===== src/rtl/bcp_regs.vh =====
`ifndef BCP_REGS_VH
`define BCP_REGS_VH

// register byte offsets
`define BCP_OFS_CTRL      8'h00
`define BCP_OFS_MODULO    8'h04
`define BCP_OFS_CH0_SC    8'h08
`define BCP_OFS_CH0_VAL   8'h0C
`define BCP_OFS_CH1_SC    8'h10
`define BCP_OFS_CH1_VAL   8'h14
`define BCP_OFS_COUNT     8'h18
`define BCP_OFS_STATUS    8'h1C

// control register fields
`define BCP_CTRL_PS_LSB   0
`define BCP_CTRL_PS_MSB   2
`define BCP_CTRL_RUN      4
`define BCP_CTRL_RST_CNT  5

// channel status/control fields
`define BCP_SC_ELSA       2
`define BCP_SC_ELSB       3
`define BCP_SC_TOV        0
`define BCP_SC_MSA        4
`define BCP_SC_BUF        5
`define BCP_SC_FLAG       7

// status fields
`define BCP_ST_ACTIVE     0
`define BCP_ST_PENDING    1
`define BCP_ST_OVF        2

// reset values
`define BCP_RST_MODULO    16'hFFFF
`define BCP_RST_CTRL      8'h00
`define BCP_RST_SC        8'h00
`define BCP_RST_VAL       16'h0000

// bus answers
`define BCP_RESP_OKAY     2'h0
`define BCP_RESP_SLVERR   2'h2

`endif


===== src/rtl/bcp_prescaler.v =====
`timescale 1ns/10ps
module bcp_prescaler (
    input  wire       core_clk,
    input  wire       reset,
    input  wire       run,
    input  wire [2:0] sel,
    output reg        tick
);
    reg  [6:0] div;
    wire [6:0] mask;

    // divide by 2**sel; sel 0 gives a tick every bus clock
    assign mask = (7'h01 << sel) - 7'h01;

    always @(posedge core_clk or posedge reset) begin
        if (reset) begin
            div  <= 7'h00;
            tick <= 1'b0;
        end else if (!run) begin
            div  <= 7'h00;
            tick <= 1'b0;
        end else begin
            div  <= ((div & mask) == mask) ? 7'h00 : div + 7'h01;
            tick <= ((div & mask) == mask);
        end
    end
endmodule


===== src/rtl/bcp_timer.v =====
// Operation
// - channels 0 and 1 join into one buffered compare driving pin 0
// - buffered select bit in channel 0 control links the pair
// - channel 0 compare value governs pin 0 first after entry
// - write to channel 1 value hands control over at next overflow
// - at each overflow the most recently written set becomes active
// - in buffered mode channel 0 control rules; channel 1 control ignored
// - buffered mode releases pin 1 for general purpose use
// - pwm comes from toggle on overflow plus output compare
// - pin toggles at modulo value; period is overflow interval
// - pulse width is overflow to compare match time
// - 8-bit modulo gives 256 pwm increments
// - modulo 00FF, prescale 000 gives 256 bus clock period
`timescale 1ns/10ps
`include "bcp_regs.vh"
module bcp_timer (
    input  wire        core_clk,
    input  wire        reset,
    input  wire [7:0]  s_axi_awaddr,
    input  wire        s_axi_awvalid,
    output wire        s_axi_awready,
    input  wire [31:0] s_axi_wdata,
    input  wire [3:0]  s_axi_wstrb,
    input  wire        s_axi_wvalid,
    output wire        s_axi_wready,
    output reg  [1:0]  s_axi_bresp,
    output reg         s_axi_bvalid,
    input  wire        s_axi_bready,
    input  wire [7:0]  s_axi_araddr,
    input  wire        s_axi_arvalid,
    output wire        s_axi_arready,
    output reg  [31:0] s_axi_rdata,
    output reg  [1:0]  s_axi_rresp,
    output reg         s_axi_rvalid,
    input  wire        s_axi_rready,
    output reg         compare_out_pin0,
    output reg         compare_out_pin1,
    output wire        pin1_timer_owned
);
    reg  [7:0]  ctrl;
    reg  [15:0] modulo;
    reg  [7:0]  ch0_status_control;
    reg  [7:0]  ch1_status_control;
    reg  [15:0] ch0_val;
    reg  [15:0] ch1_val;
    reg  [15:0] count;
    reg         active_ch;
    reg         next_src;
    reg         pending;
    reg         ovf_seen;
    reg         aw_held;
    reg         w_held;
    reg  [7:0]  aw_addr;
    reg  [31:0] w_data;
    reg  [3:0]  w_strb;
    wire        tick;
    wire        ovf;
    wire        buffered_mode_select;
    wire        do_write;
    wire        wr_ch0_val;
    wire        wr_ch1_val;
    wire        wr_ok;
    wire [15:0] act_val;
    wire        match0;
    wire        match1;
    wire [7:0]  sc_a;

    assign buffered_mode_select = ch0_status_control[`BCP_SC_BUF];
    assign pin1_timer_owned     = ~buffered_mode_select;

    bcp_prescaler bcp_prescaler_i (
        .core_clk (core_clk),
        .reset    (reset),
        .run      (ctrl[`BCP_CTRL_RUN]),
        .sel      (ctrl[`BCP_CTRL_PS_MSB:`BCP_CTRL_PS_LSB]),
        .tick     (tick)
    );

    // overflow is the tick on which the counter sits at modulo
    assign ovf = tick && (count == modulo);

    // write-1 counter reset beats a tick in the same cycle
    always @(posedge core_clk or posedge reset) begin
        if (reset) begin
            count <= 16'h0000;
        end else if (do_write && aw_addr == `BCP_OFS_CTRL &&
                     w_strb[0] && w_data[`BCP_CTRL_RST_CNT]) begin
            count <= 16'h0000;
        end else if (tick) begin
            count <= ovf ? 16'h0000 : count + 16'h0001;
        end
    end

    // write channel: both address and data held until the pair is complete
    assign s_axi_awready = ~aw_held & ~s_axi_bvalid;
    assign s_axi_wready  = ~w_held & ~s_axi_bvalid;
    assign do_write      = aw_held & w_held & ~s_axi_bvalid;
    // unmapped or unaligned writes answer an error and change nothing
    assign wr_ok         = (aw_addr[1:0] == 2'h0) &&
                           (aw_addr <= `BCP_OFS_STATUS);
    assign wr_ch0_val    = do_write && aw_addr == `BCP_OFS_CH0_VAL;
    assign wr_ch1_val    = do_write && aw_addr == `BCP_OFS_CH1_VAL;

    always @(posedge core_clk or posedge reset) begin
        if (reset) begin
            aw_held      <= 1'b0;
            w_held       <= 1'b0;
            aw_addr      <= 8'h00;
            w_data       <= 32'h00000000;
            w_strb       <= 4'h0;
            s_axi_bvalid <= 1'b0;
            s_axi_bresp  <= `BCP_RESP_OKAY;
        end else begin
            if (s_axi_awvalid && s_axi_awready) begin
                aw_held <= 1'b1;
                aw_addr <= s_axi_awaddr;
            end
            if (s_axi_wvalid && s_axi_wready) begin
                w_held <= 1'b1;
                w_data <= s_axi_wdata;
                w_strb <= s_axi_wstrb;
            end
            if (do_write) begin
                aw_held      <= 1'b0;
                w_held       <= 1'b0;
                s_axi_bvalid <= 1'b1;
                s_axi_bresp  <= wr_ok ? `BCP_RESP_OKAY : `BCP_RESP_SLVERR;
            end else if (s_axi_bvalid && s_axi_bready) begin
                s_axi_bvalid <= 1'b0;
            end
        end
    end

    // register file; compare events set a channel flag after any write,
    // so a set beats a software clear in the same cycle
    always @(posedge core_clk or posedge reset) begin
        if (reset) begin
            ctrl               <= `BCP_RST_CTRL;
            modulo             <= `BCP_RST_MODULO;
            ch0_status_control <= `BCP_RST_SC;
            ch1_status_control <= `BCP_RST_SC;
            ch0_val            <= `BCP_RST_VAL;
            ch1_val            <= `BCP_RST_VAL;
        end else begin
            if (do_write) begin
                case (aw_addr)
                    `BCP_OFS_CTRL: begin
                        if (w_strb[0])
                            ctrl <= {w_data[7:6], 1'b0, w_data[4:0]};
                    end
                    `BCP_OFS_MODULO: begin
                        if (w_strb[0]) modulo[7:0]  <= w_data[7:0];
                        if (w_strb[1]) modulo[15:8] <= w_data[15:8];
                    end
                    `BCP_OFS_CH0_SC: begin
                        if (w_strb[0]) begin
                            ch0_status_control[6:0] <= w_data[6:0];
                            if (!w_data[`BCP_SC_FLAG])
                                ch0_status_control[`BCP_SC_FLAG] <= 1'b0;
                        end
                    end
                    `BCP_OFS_CH1_SC: begin
                        if (w_strb[0]) begin
                            ch1_status_control[6:0] <= w_data[6:0];
                            if (!w_data[`BCP_SC_FLAG])
                                ch1_status_control[`BCP_SC_FLAG] <= 1'b0;
                        end
                    end
                    `BCP_OFS_CH0_VAL: begin
                        if (w_strb[0]) ch0_val[7:0]  <= w_data[7:0];
                        if (w_strb[1]) ch0_val[15:8] <= w_data[15:8];
                    end
                    `BCP_OFS_CH1_VAL: begin
                        if (w_strb[0]) ch1_val[7:0]  <= w_data[7:0];
                        if (w_strb[1]) ch1_val[15:8] <= w_data[15:8];
                    end
                    default: begin
                    end
                endcase
            end
            if (match0)
                ch0_status_control[`BCP_SC_FLAG] <= 1'b1;
            if (match1 && !buffered_mode_select)
                ch1_status_control[`BCP_SC_FLAG] <= 1'b1;
        end
    end

    // buffered source selection; a write to the active set is used at once
    // since act_val reads the live register, hence unbuffered behaviour
    always @(posedge core_clk or posedge reset) begin
        if (reset) begin
            active_ch <= 1'b0;
            next_src  <= 1'b0;
            pending   <= 1'b0;
        end else if (!buffered_mode_select) begin
            active_ch <= 1'b0;
            next_src  <= 1'b0;
            pending   <= 1'b0;
        end else begin
            if (wr_ch1_val) begin
                next_src <= 1'b1;
                pending  <= 1'b1;
            end else if (wr_ch0_val) begin
                next_src <= 1'b0;
                pending  <= 1'b1;
            end
            // a value write in the overflow cycle wins over the queued source
            if (ovf && (pending || wr_ch0_val || wr_ch1_val)) begin
                active_ch <= wr_ch1_val ? 1'b1 :
                             wr_ch0_val ? 1'b0 : next_src;
                pending   <= 1'b0;
            end
        end
    end

    assign act_val = (buffered_mode_select && active_ch) ? ch1_val
                                                         : ch0_val;
    assign match0  = tick && (count == act_val);
    // pin 1 compares its own value; unused while the pair is linked
    assign match1  = tick && (count == ch1_val);
    // channel 0 control governs the pair; channel 1 control ignored
    assign sc_a    = ch0_status_control;

    // pin action: compare level per select bits, overflow toggle, pwm
    function [0:0] pin_next;
        input       cur;
        input [7:0] sc;
        input       m;
        input       o;
        reg         v;
        begin
            v = cur;
            if (m) begin
                case (sc[`BCP_SC_ELSB:`BCP_SC_ELSA])
                    2'b01:   v = ~cur;
                    2'b10:   v = 1'b0; // high pulse, clear on compare
                    2'b11:   v = 1'b1; // low pulse, set on compare
                    default: v = cur;
                endcase
            end
            if (o && sc[`BCP_SC_TOV]) v = ~v;
            pin_next = v;
        end
    endfunction

    always @(posedge core_clk or posedge reset) begin
        if (reset) begin
            compare_out_pin0 <= 1'b0;
            compare_out_pin1 <= 1'b0;
            ovf_seen         <= 1'b0;
        end else begin
            compare_out_pin0 <= pin_next(compare_out_pin0, sc_a,
                                         match0, ovf);
            if (buffered_mode_select)
                compare_out_pin1 <= 1'b0;
            else
                compare_out_pin1 <= pin_next(compare_out_pin1,
                                             ch1_status_control,
                                             match1, ovf);
            // sticky overflow flag: a new overflow beats a clear
            if (ovf)
                ovf_seen <= 1'b1;
            else if (do_write && aw_addr == `BCP_OFS_STATUS && w_strb[0] &&
                     w_data[`BCP_ST_OVF])
                ovf_seen <= 1'b0;
        end
    end

    // read channel
    // data come from a register the cycle after the address is taken
    assign s_axi_arready = ~s_axi_rvalid;

    always @(posedge core_clk or posedge reset) begin
        if (reset) begin
            s_axi_rvalid <= 1'b0;
            s_axi_rdata  <= 32'h00000000;
            s_axi_rresp  <= `BCP_RESP_OKAY;
        end else if (s_axi_arvalid && s_axi_arready) begin
            s_axi_rvalid <= 1'b1;
            s_axi_rresp  <= `BCP_RESP_OKAY;
            case (s_axi_araddr)
                `BCP_OFS_CTRL:    s_axi_rdata <= {24'h000000, ctrl};
                `BCP_OFS_MODULO:  s_axi_rdata <= {16'h0000, modulo};
                `BCP_OFS_CH0_SC:  s_axi_rdata <= {24'h000000,
                                                  ch0_status_control};
                `BCP_OFS_CH1_SC:  s_axi_rdata <= {24'h000000,
                                                  ch1_status_control};
                `BCP_OFS_CH0_VAL: s_axi_rdata <= {16'h0000, ch0_val};
                `BCP_OFS_CH1_VAL: s_axi_rdata <= {16'h0000, ch1_val};
                `BCP_OFS_COUNT:   s_axi_rdata <= {16'h0000, count};
                `BCP_OFS_STATUS:  s_axi_rdata <= {29'h0, ovf_seen,
                                                  pending, active_ch};
                default: begin
                    s_axi_rdata <= 32'h00000000;
                    s_axi_rresp <= `BCP_RESP_SLVERR;
                end
            endcase
        end else if (s_axi_rready) begin
            s_axi_rvalid <= 1'b0;
        end
    end
endmodule


===== config.mk =====
export PLATFORM = sky130hd
export DESIGN_NAME = bcp_timer
export DESIGN_NICKNAME = d
export VERILOG_FILES = /design/src/rtl/bcp_prescaler.v /design/src/rtl/bcp_timer.v
export VERILOG_INCLUDE_DIRS = /design/src /design/src/rtl
export SDC_FILE = /design/constraint.sdc
export NUM_CORES = 1
export LEC_CHECK = 0
export BUFFER_PORTS_ARGS = -buffer_cell sky130_fd_sc_hd__buf_2
export CAP_MARGIN = 40
export CORE_UTILIZATION = 60
export DETAILED_ROUTE_END_ITERATION = 8
export GPL_TIMING_DRIVEN = 1
export PLACE_DENSITY = 0.91
export SYNTH_ARGS = -nofsm -noshare
export SYNTH_HDL_FRONTEND = slang
export SYNTH_HIERARCHICAL = 1
export SYNTH_SLANG_ARGS = --single-unit

===== constraint.sdc =====
create_clock -name core_clk -period 8 [get_ports core_clk]
set_input_delay 0 -clock core_clk [delete_from_list [all_inputs] [get_ports core_clk]]
set_output_delay 0 -clock core_clk [all_outputs]
set_load 0.005 [all_outputs]

==> results by group, run 1 <==
Worst setup path
  – CP Data Required Time: 8.35 ns
  – Startpoint Class: register
  – WP data arrival: 2.92 ns
  – Crit. End Element: register
  – Worst flop-to-flop path endpoint: compare_out_pin0
  – Critical setup path kind: register to register
  – CP Max Fanout: 13
  – Critical register-to-register path startpoint: ch0_status_control[5]
  – Internal reg-to-reg setup slack: 5.44 ns
  – Worst reg-to-reg path cell count: 7

Pwr
  – PD cells: 260 mW/mm^2
  – Logic pwr share: 17.1%
  – Sw frac: 28.4%
  – Power Total: 2.34 mW
  – Switch Pwr: 665 uW
  – Int Pwr: 1.68 mW
  – Sequential power share: 44.9%
  – Clock share of power: 38.0%
  – P_leak: 4.27 nW
  – Max IR drop VDD: 0.194 mV

Yosys
  – Main synth FF type: dfrtp_1
  – Dominant cell type by area after synthesis: dfrtp_1
  – Ys async rst share: 100%
  – Post-synth EDFFs: 0
  – Unique masters post-synth: 65
  – Cells after Synth: 694
  – Mapped cell area: 0.00761 mm^2
  – Synth warn: 6
  – Register area share after synthesis: 49.2%
  – Post-synthesis register bit count: 149
  – Post-synth top area share: 43.7%
  – Syn Area/Cell: 11.0 um^2
  – Synth top area cells: dfrtp_1 44%, mux2_2 14%, dfstp_2 5.5%

Clock network
  – Post-CTS sizing: 0
  – Clk sinks: 149
  – Cts bufs inserted: 17
  – CTS tree: yes
  – CTS max path bufs: 2
  – Post-CTS Repair Setup Buffers: 0
  – Hold Buf Count CTS: 32
  – H-tree levels: 4
  – Clk root buf: clkbuf_16
  – Clock network latency to the later pin of the worst-skew pair: 0.43 ns
  – Clk slew on worst S/H paths: 0.06 ns

Detailed routing
  – Iteration-0 DRC Markers: 400
  – WL final: 19.6 mm
  – Antenna-violating nets left: 0
  – Post-route DRC: 0
  – Routed WL per cell: 20.4 um
  – Via Count: 5,851
  – DR pass1 iterations: 7
  – Detailed-route vias per instance: 6.08

STA
  – RSZ-0062 raised after global routing: no
  – Post-route minimum period: 2.56 ns
  – Worst clock skew: 0.00939 ns
  – Final setup viols: 0
  – Fin crit share: 32.0%
  – Fmax: 0.390 GHz
  – Setup TNS: 0 ns
  – Fin. Hold Viols: 0
  – Max-slew headroom: 42.6%
  – Final slew viol count: 0
  – Least-Margin Pin Slew: 0.858 ns

Floorplanning
  – IO Pins: 103
  – Die width: 115 um
  – Chip height: 115 um
  – Core region area: 0.0122 mm^2
  – Die Area: 0.0131 mm^2
  – Standard-cell rows: 40
  – Initial core utilization: 62.3%

Finish
  – Design area: 0.00900 mm^2
  – Area growth, synth to finish: 18.2%
  – Commonest cells after routing, fill and taps aside: 133 x dfrtp_1, 93 x mux2_2, 66 x buf_2
  – Fraction of layout cells with a size suffix above 1: 28.7%
  – Commonest non-fill, non-tap cell in the layout: dfrtp_1
  – # diodes: 0
  – Nets: 843
  – Final core occ: 73.7%

Hold path
  – Worst hold path class: input port to register
  – Worst Hold Depth: 3
  – Hold-critical path endpoint: s_axi_rdata[3]
  – HP Start: s_axi_araddr[1]

GRT
  – Largest net degree at the start of global routing: 69
  – GRT Util Overall: 32.2%
  – Grt ovf: 0
  – Vias in the first global route: 6,029
  – First-pass GRT wire length: 31.3 mm
  – Initial antenna violation count: 0

Outcome
  – Run status: finished clean

Placement
  – Dpl hpwl: 13.6 mm
  – Routability Congestion: 0.984
  – PortBufs: 66
  – Placement Cell Area: 0.00802 mm^2

Job
  – Number of max-cap violations: 0
[power by group through the flow]
stage               clock network (mW)  registers, mW  logic [mW]
floorplan                            0          0.990       0.313
global placement                     0           1.04       0.366
detailed placement                   0           1.06       0.385
CTS                              0.894           1.05       0.402
global route                     0.928           1.07       0.441
finish                           0.889           1.05       0.401
[synth_stat cells (3+ instances only)]
library cell,count
a211oi_1,3
a21o_1,10
a21oi_1,25
a221oi_1,3
a22o_1,6
a22oi_1,22
a31oi_1,3
and2_1,5
and3_1,6
and4_1,3
buf_2,8
buf_4,18
clkbuf_1,27
dfrtp_1,133
dfstp_2,16
inv_1,17
mux2_2,93
mux2i_1,9
nand2_1,54
nand2b_1,4
nand3_1,13
nand3b_1,3
nand4_1,6
nor2_1,37
nor2b_1,8
nor3_1,11
nor3b_1,4
nor4_1,7
o2111ai_1,3
o21ai_0,31
o22ai_1,3
o31ai_1,3
or3_1,8
xnor2_1,23
xor2_1,34
[through the flow]
stage                     hold WS, ns  worst slack, ns  std cells
after floorplan                -0.184             4.25        711
after global placement        -0.0127             5.45        896
after CTS                     0.00157             5.49        963
after detailed placement     0.000397             5.52        899
after global routing           0.0330             5.34        963
final                          0.0176             5.44        963
[kinds of logic (layout without fill, tap and decap cells)]
kind of cell | count (synthesis) | in the layout | synth area share, %
buffers and inverters | 71 | 155 | 4.52
flip-flops | 149 | 149 | 49.2
other | 1 | 18 | 0.0493
XOR/XNOR | 57 | 57 | 6.56
AND/OR/NAND/NOR | 181 | 181 | 12.5
multiplexers | 103 | 103 | 15.2
adder cells (fa/ha/maj) | 2 | 2 | 0.329
AO/OA/AOI/OAI | 130 | 130 | 11.5
[area by class of cell]
class | count | area (um^2)
clock inverters | 9 | 173
inverters | 17 | 68.8
fillers | 820 | 3210
multi-input cells | 491 | 3590
flip-flops and latches | 149 | 3750
well taps | 168 | 210
repair buffers | 106 | 723
clock buffers | 23 | 488
[how the worst max path moves through the flow]
stage | cells past startpoint | endpoint | startpoint | slack (ns)
4_1_cts | 7 | compare_out_pin0 | ch0_status_control[5] | 5.49
3_3_place_gp | 7 | s_axi_rdata[15] | s_axi_araddr[2] | 5.45
3_5_place_dp | 7 | compare_out_pin0 | ch0_status_control[5] | 5.52
6_report | 7 | compare_out_pin0 | ch0_status_control[5] | 5.44
5_1_grt | 7 | compare_out_pin0 | ch0_status_control[5] | 5.34
2_1_floorplan | 1 | active_ch | reset | 4.25
[per-layer routing]
layer	vias up	part of all wire, %	GRT usage, %
li1	2621	-	-
met1	2888	40	40.0
met2	291	49	54.2
met3	51	8.0	7.04
met4	0	3.0	14.6
met5	-	0	0
[registers in the layout, indices dropped and copies added, names as in the netlist, 2 cells and up]
name	cells
ch1_status_control	8
w_data	16
s_axi_rdata	16
bcp_prescaler_i/div	7
count	16
ch0_val	16
ch1_val	16
ctrl	7
ch0_status_control	8
aw_addr	8
modulo	16
w_strb	2
[worst max-delay path, cell delays in order, from the launching register on]
cell	delay (ns)
dfrtp_1	0.64
nand2_2	0.27
a221o_1	0.33
a222oi_1	0.45
and4b_1	0.28
nand3_1	0.16
o22ai_1	0.19
xor2_1	0.17
No activity file was read; power rests on OpenSTA's default activity.
==> inputs of run 2 (changes only) <==
--- a/config.mk
+++ b/config.mk
@@ -8,10 +8,10 @@
 export LEC_CHECK = 0
 export BUFFER_PORTS_ARGS = -buffer_cell sky130_fd_sc_hd__buf_2
 export CAP_MARGIN = 40
-export CORE_UTILIZATION = 60
+export CORE_UTILIZATION = 58
 export DETAILED_ROUTE_END_ITERATION = 8
 export GPL_TIMING_DRIVEN = 1
-export PLACE_DENSITY = 0.91
+export PLACE_DENSITY = 0.88
 export SYNTH_ARGS = -nofsm -noshare
 export SYNTH_HDL_FRONTEND = slang
 export SYNTH_HIERARCHICAL = 1
==> constraint.sdc (replaced) <==
create_clock -name core_clk -period 2.42 [get_ports core_clk]
set_input_delay 0 -clock core_clk [delete_from_list [all_inputs] [get_ports core_clk]]
set_output_delay 0 -clock core_clk [all_outputs]
set_load 0.005 [all_outputs]
==> run 2 against run 1 <==
Critical endpoint is now count[2]; highest routed layer unchanged; critical path type unchanged; power rose to 3.3 times the previous value; die area up 3.4%; hold slack better by 0.0057 ns; fmax up 8.9%.
==> results by group, run 2 (synthesis gave the netlist of run 1 again) <==
Finish
  – Fraction of layout cells with a size suffix above 1: 30.8% (was 28.7%)
  – Commonest cells after routing, fill and taps aside: 133 x dfrtp_1, 93 x mux2_2, 66 x buf_2 (unchanged)
  – Non-filler instance count after layout: 994 (was 963)
  – Final core occ: 72.2% (was 73.7%)
  – Area growth, synth to finish: 20.7% (was 18.2%)
  – Nets: 870 (was 843)
  – # fillers: 896 (was 820)
  – Commonest non-fill, non-tap cell in the layout: dfrtp_1 (unchanged)
  – # diodes: 0 (unchanged)

Detailed routing
  – WL final: 20.2 mm (was 19.6 mm)
  – Iteration-0 DRC Markers: 571 (was 400)
  – DR pass1 iterations: 5 (was 7)
  – Detailed-route vias per instance: 6.13 (was 6.08)
  – Antenna-violating nets left: 0 (unchanged)
  – Via Count: 6,089 (was 5,851)
  – Post-route DRC: 0 (unchanged)
  – Routed WL per cell: 20.3 um (was 20.4 um)

Hold path
  – Worst hold path class: input port to register (unchanged)

Worst setup path
  – Crit. End Element: register (unchanged)
  – CP Max Fanout: 5 (was 13)
  – Internal reg-to-reg setup slack: 0.07 ns (was 5.44 ns)
  – WP data arrival: 2.64 ns (was 2.92 ns)
  – CP Data Required Time: 2.71 ns (was 8.35 ns)
  – Startpoint Class: register (unchanged)
  – Critical setup path kind: register to register (unchanged)

Floorplanning
  – Die width: 117 um (was 115 um)
  – Core region area: 0.0127 mm^2 (was 0.0122 mm^2)
  – IO Pins: 103 (unchanged)
  – Chip height: 117 um (was 115 um)
  – Standard-cell rows: 41 (was 40)
  – Die Area: 0.0136 mm^2 (was 0.0131 mm^2)
  – Initial core utilization: 59.8% (was 62.3%)

STA
  – Least-Margin Pin Slew: 0.780 ns (was 0.858 ns)
  – Worst clock skew: 0.00836 ns (was 0.00939 ns)
  – Final slew viol count: 0 (unchanged)
  – Fin. Hold Viols: 0 (unchanged)
  – Max-slew headroom: 47.5% (was 42.6%)
  – RSZ-0062 raised after global routing: no (unchanged)
  – Fin crit share: 97.2% (was 32.0%)
  – Post-route minimum period: 2.35 ns (was 2.56 ns)
  – Final setup viols: 0 (unchanged)
  – Setup TNS: 0 ns (unchanged)
  – Fmax: 0.425 GHz (was 0.390 GHz)

Clock network
  – Clk root buf: clkbuf_16 (unchanged)
  – H-tree levels: 4 (unchanged)
  – Cts bufs inserted: 17 (unchanged)
  – Clk sinks: 149 (unchanged)
  – Clock network latency to the later pin of the worst-skew pair: 0.43 ns (about the same)
  – Clk slew on worst S/H paths: 0.06 ns (about the same)
  – CTS tree: yes (unchanged)
  – CTS max path bufs: 2 (unchanged)

Placement
  – Dpl hpwl: 14.1 mm (was 13.6 mm)
  – DP Cell Count: 930 (was 899)
  – PortBufs: 66 (unchanged)
  – Routability Congestion: 1.02 (was 0.984)

Pwr
  – P_leak: 4.38 nW (was 4.27 nW)
  – PD cells: 838 mW/mm^2 (was 260 mW/mm^2)
  – Power Total: 7.70 mW (was 2.34 mW)
  – Max IR drop VDD: 0.641 mV (was 0.194 mV)

Outcome
  – Run status: finished clean (unchanged)

GRT
  – First-pass GRT wire length: 32.2 mm (was 31.3 mm)
  – GRT Util Overall: 32.3% (was 32.2%)
  – Vias in the first global route: 6,205 (was 6,029)
  – Grt ovf: 0 (unchanged)
  – Largest net degree at the start of global routing: 61 (was 69)
  – Initial antenna violation count: 0 (unchanged)

Job
  – Number of max-cap violations: 0 (unchanged)
run 2: changes by cell type in the layout (fill, tap and decap cells not counted), moves of 2 or more:
cell	previous run	this run
clkbuf_8	4	1
clkinvlp_4	1	3
buf_4	7	33
clkbuf_1	2	5
run 2: per-stage QoR:
| step | hold slack [ns] | worst slack, ns | instance area, um^2 |
|---|---|---|---|
| 2_1_floorplan | -0.184 | 0.482 | 7680 |
| 6_report | 0.0233 | 0.0682 | 9190 |
| 3_5_place_dp | -0.0121 | 0.166 | 8240 |
| 4_1_cts | 0.0198 | 0.143 | 9190 |
| 5_1_grt | 0.0546 | 0.0119 | 9190 |
| 3_3_place_gp | -0.0270 | 0.241 | 8240 |
run 2: final timing paths:
path / startpoint / to / depth (start not counted)
max: count[6] / count[2] / 8
min: s_axi_araddr[1] / s_axi_rdata[4] / 3
max reg2reg: count[6] / count[2] / 8
min reg2reg: s_axi_rdata[10] / s_axi_rdata[10] / 1
max in group asynchronous: reset / modulo[6] / 4
min in group asynchronous: reset / bcp_prescaler_i/tick / 3
run 2: repair_timing:
action,CTS,global route
setup buffers,0,0
endpoints found under the hold margin,64,0
setup endpoints to repair,0,4
hold buffers,32,0
gates resized for setup,0,1
run 2: area by class of cell:
type / count / area (um^2) / share of cell area [%]
Sequential cell: 149 / 3750 / 40.8
Multi-Input combinational cell: 491 / 3590 / 39.0
Timing Repair Buffer: 133 / 938 / 10.2
Clock buffer: 23 / 458 / 4.98
Tap cell: 172 / 215 / 2.34
Clock inverter: 9 / 175 / 1.91
Inverter: 17 / 67.6 / 0.735
run 2: power by group:
group / internal (mW) / total (mW) / leakage (nW) / switching, mW
Sequential: 2.94 / 3.45 / 1.94 / 0.518
Combinational: 0.714 / 1.40 / 2.14 / 0.686
Clock: 1.85 / 2.85 / 0.301 / 0.998
Total: 5.50 / 7.70 / 4.38 / 2.20
run 2: per-layer routing:
layer  GRT usage, %  up-vias  share of wire [%]
met5              0        -                  0
met4           16.7        0                3.7
met2           52.3      320                 49
li1               -     2668                  -
met1           40.2     3039                 39
met3           8.41       62                8.2
run 2: critical path, stage by stage, from the launching register on:
cell,delay (ns)
dfrtp_1,0.42
buf_4,0.17
xor2_1,0.16
nor4_1,0.54
nand2_1,0.19
o32ai_2,0.35
nor2_1,0.14
a21oi_1,0.17
a31oi_1,0.06
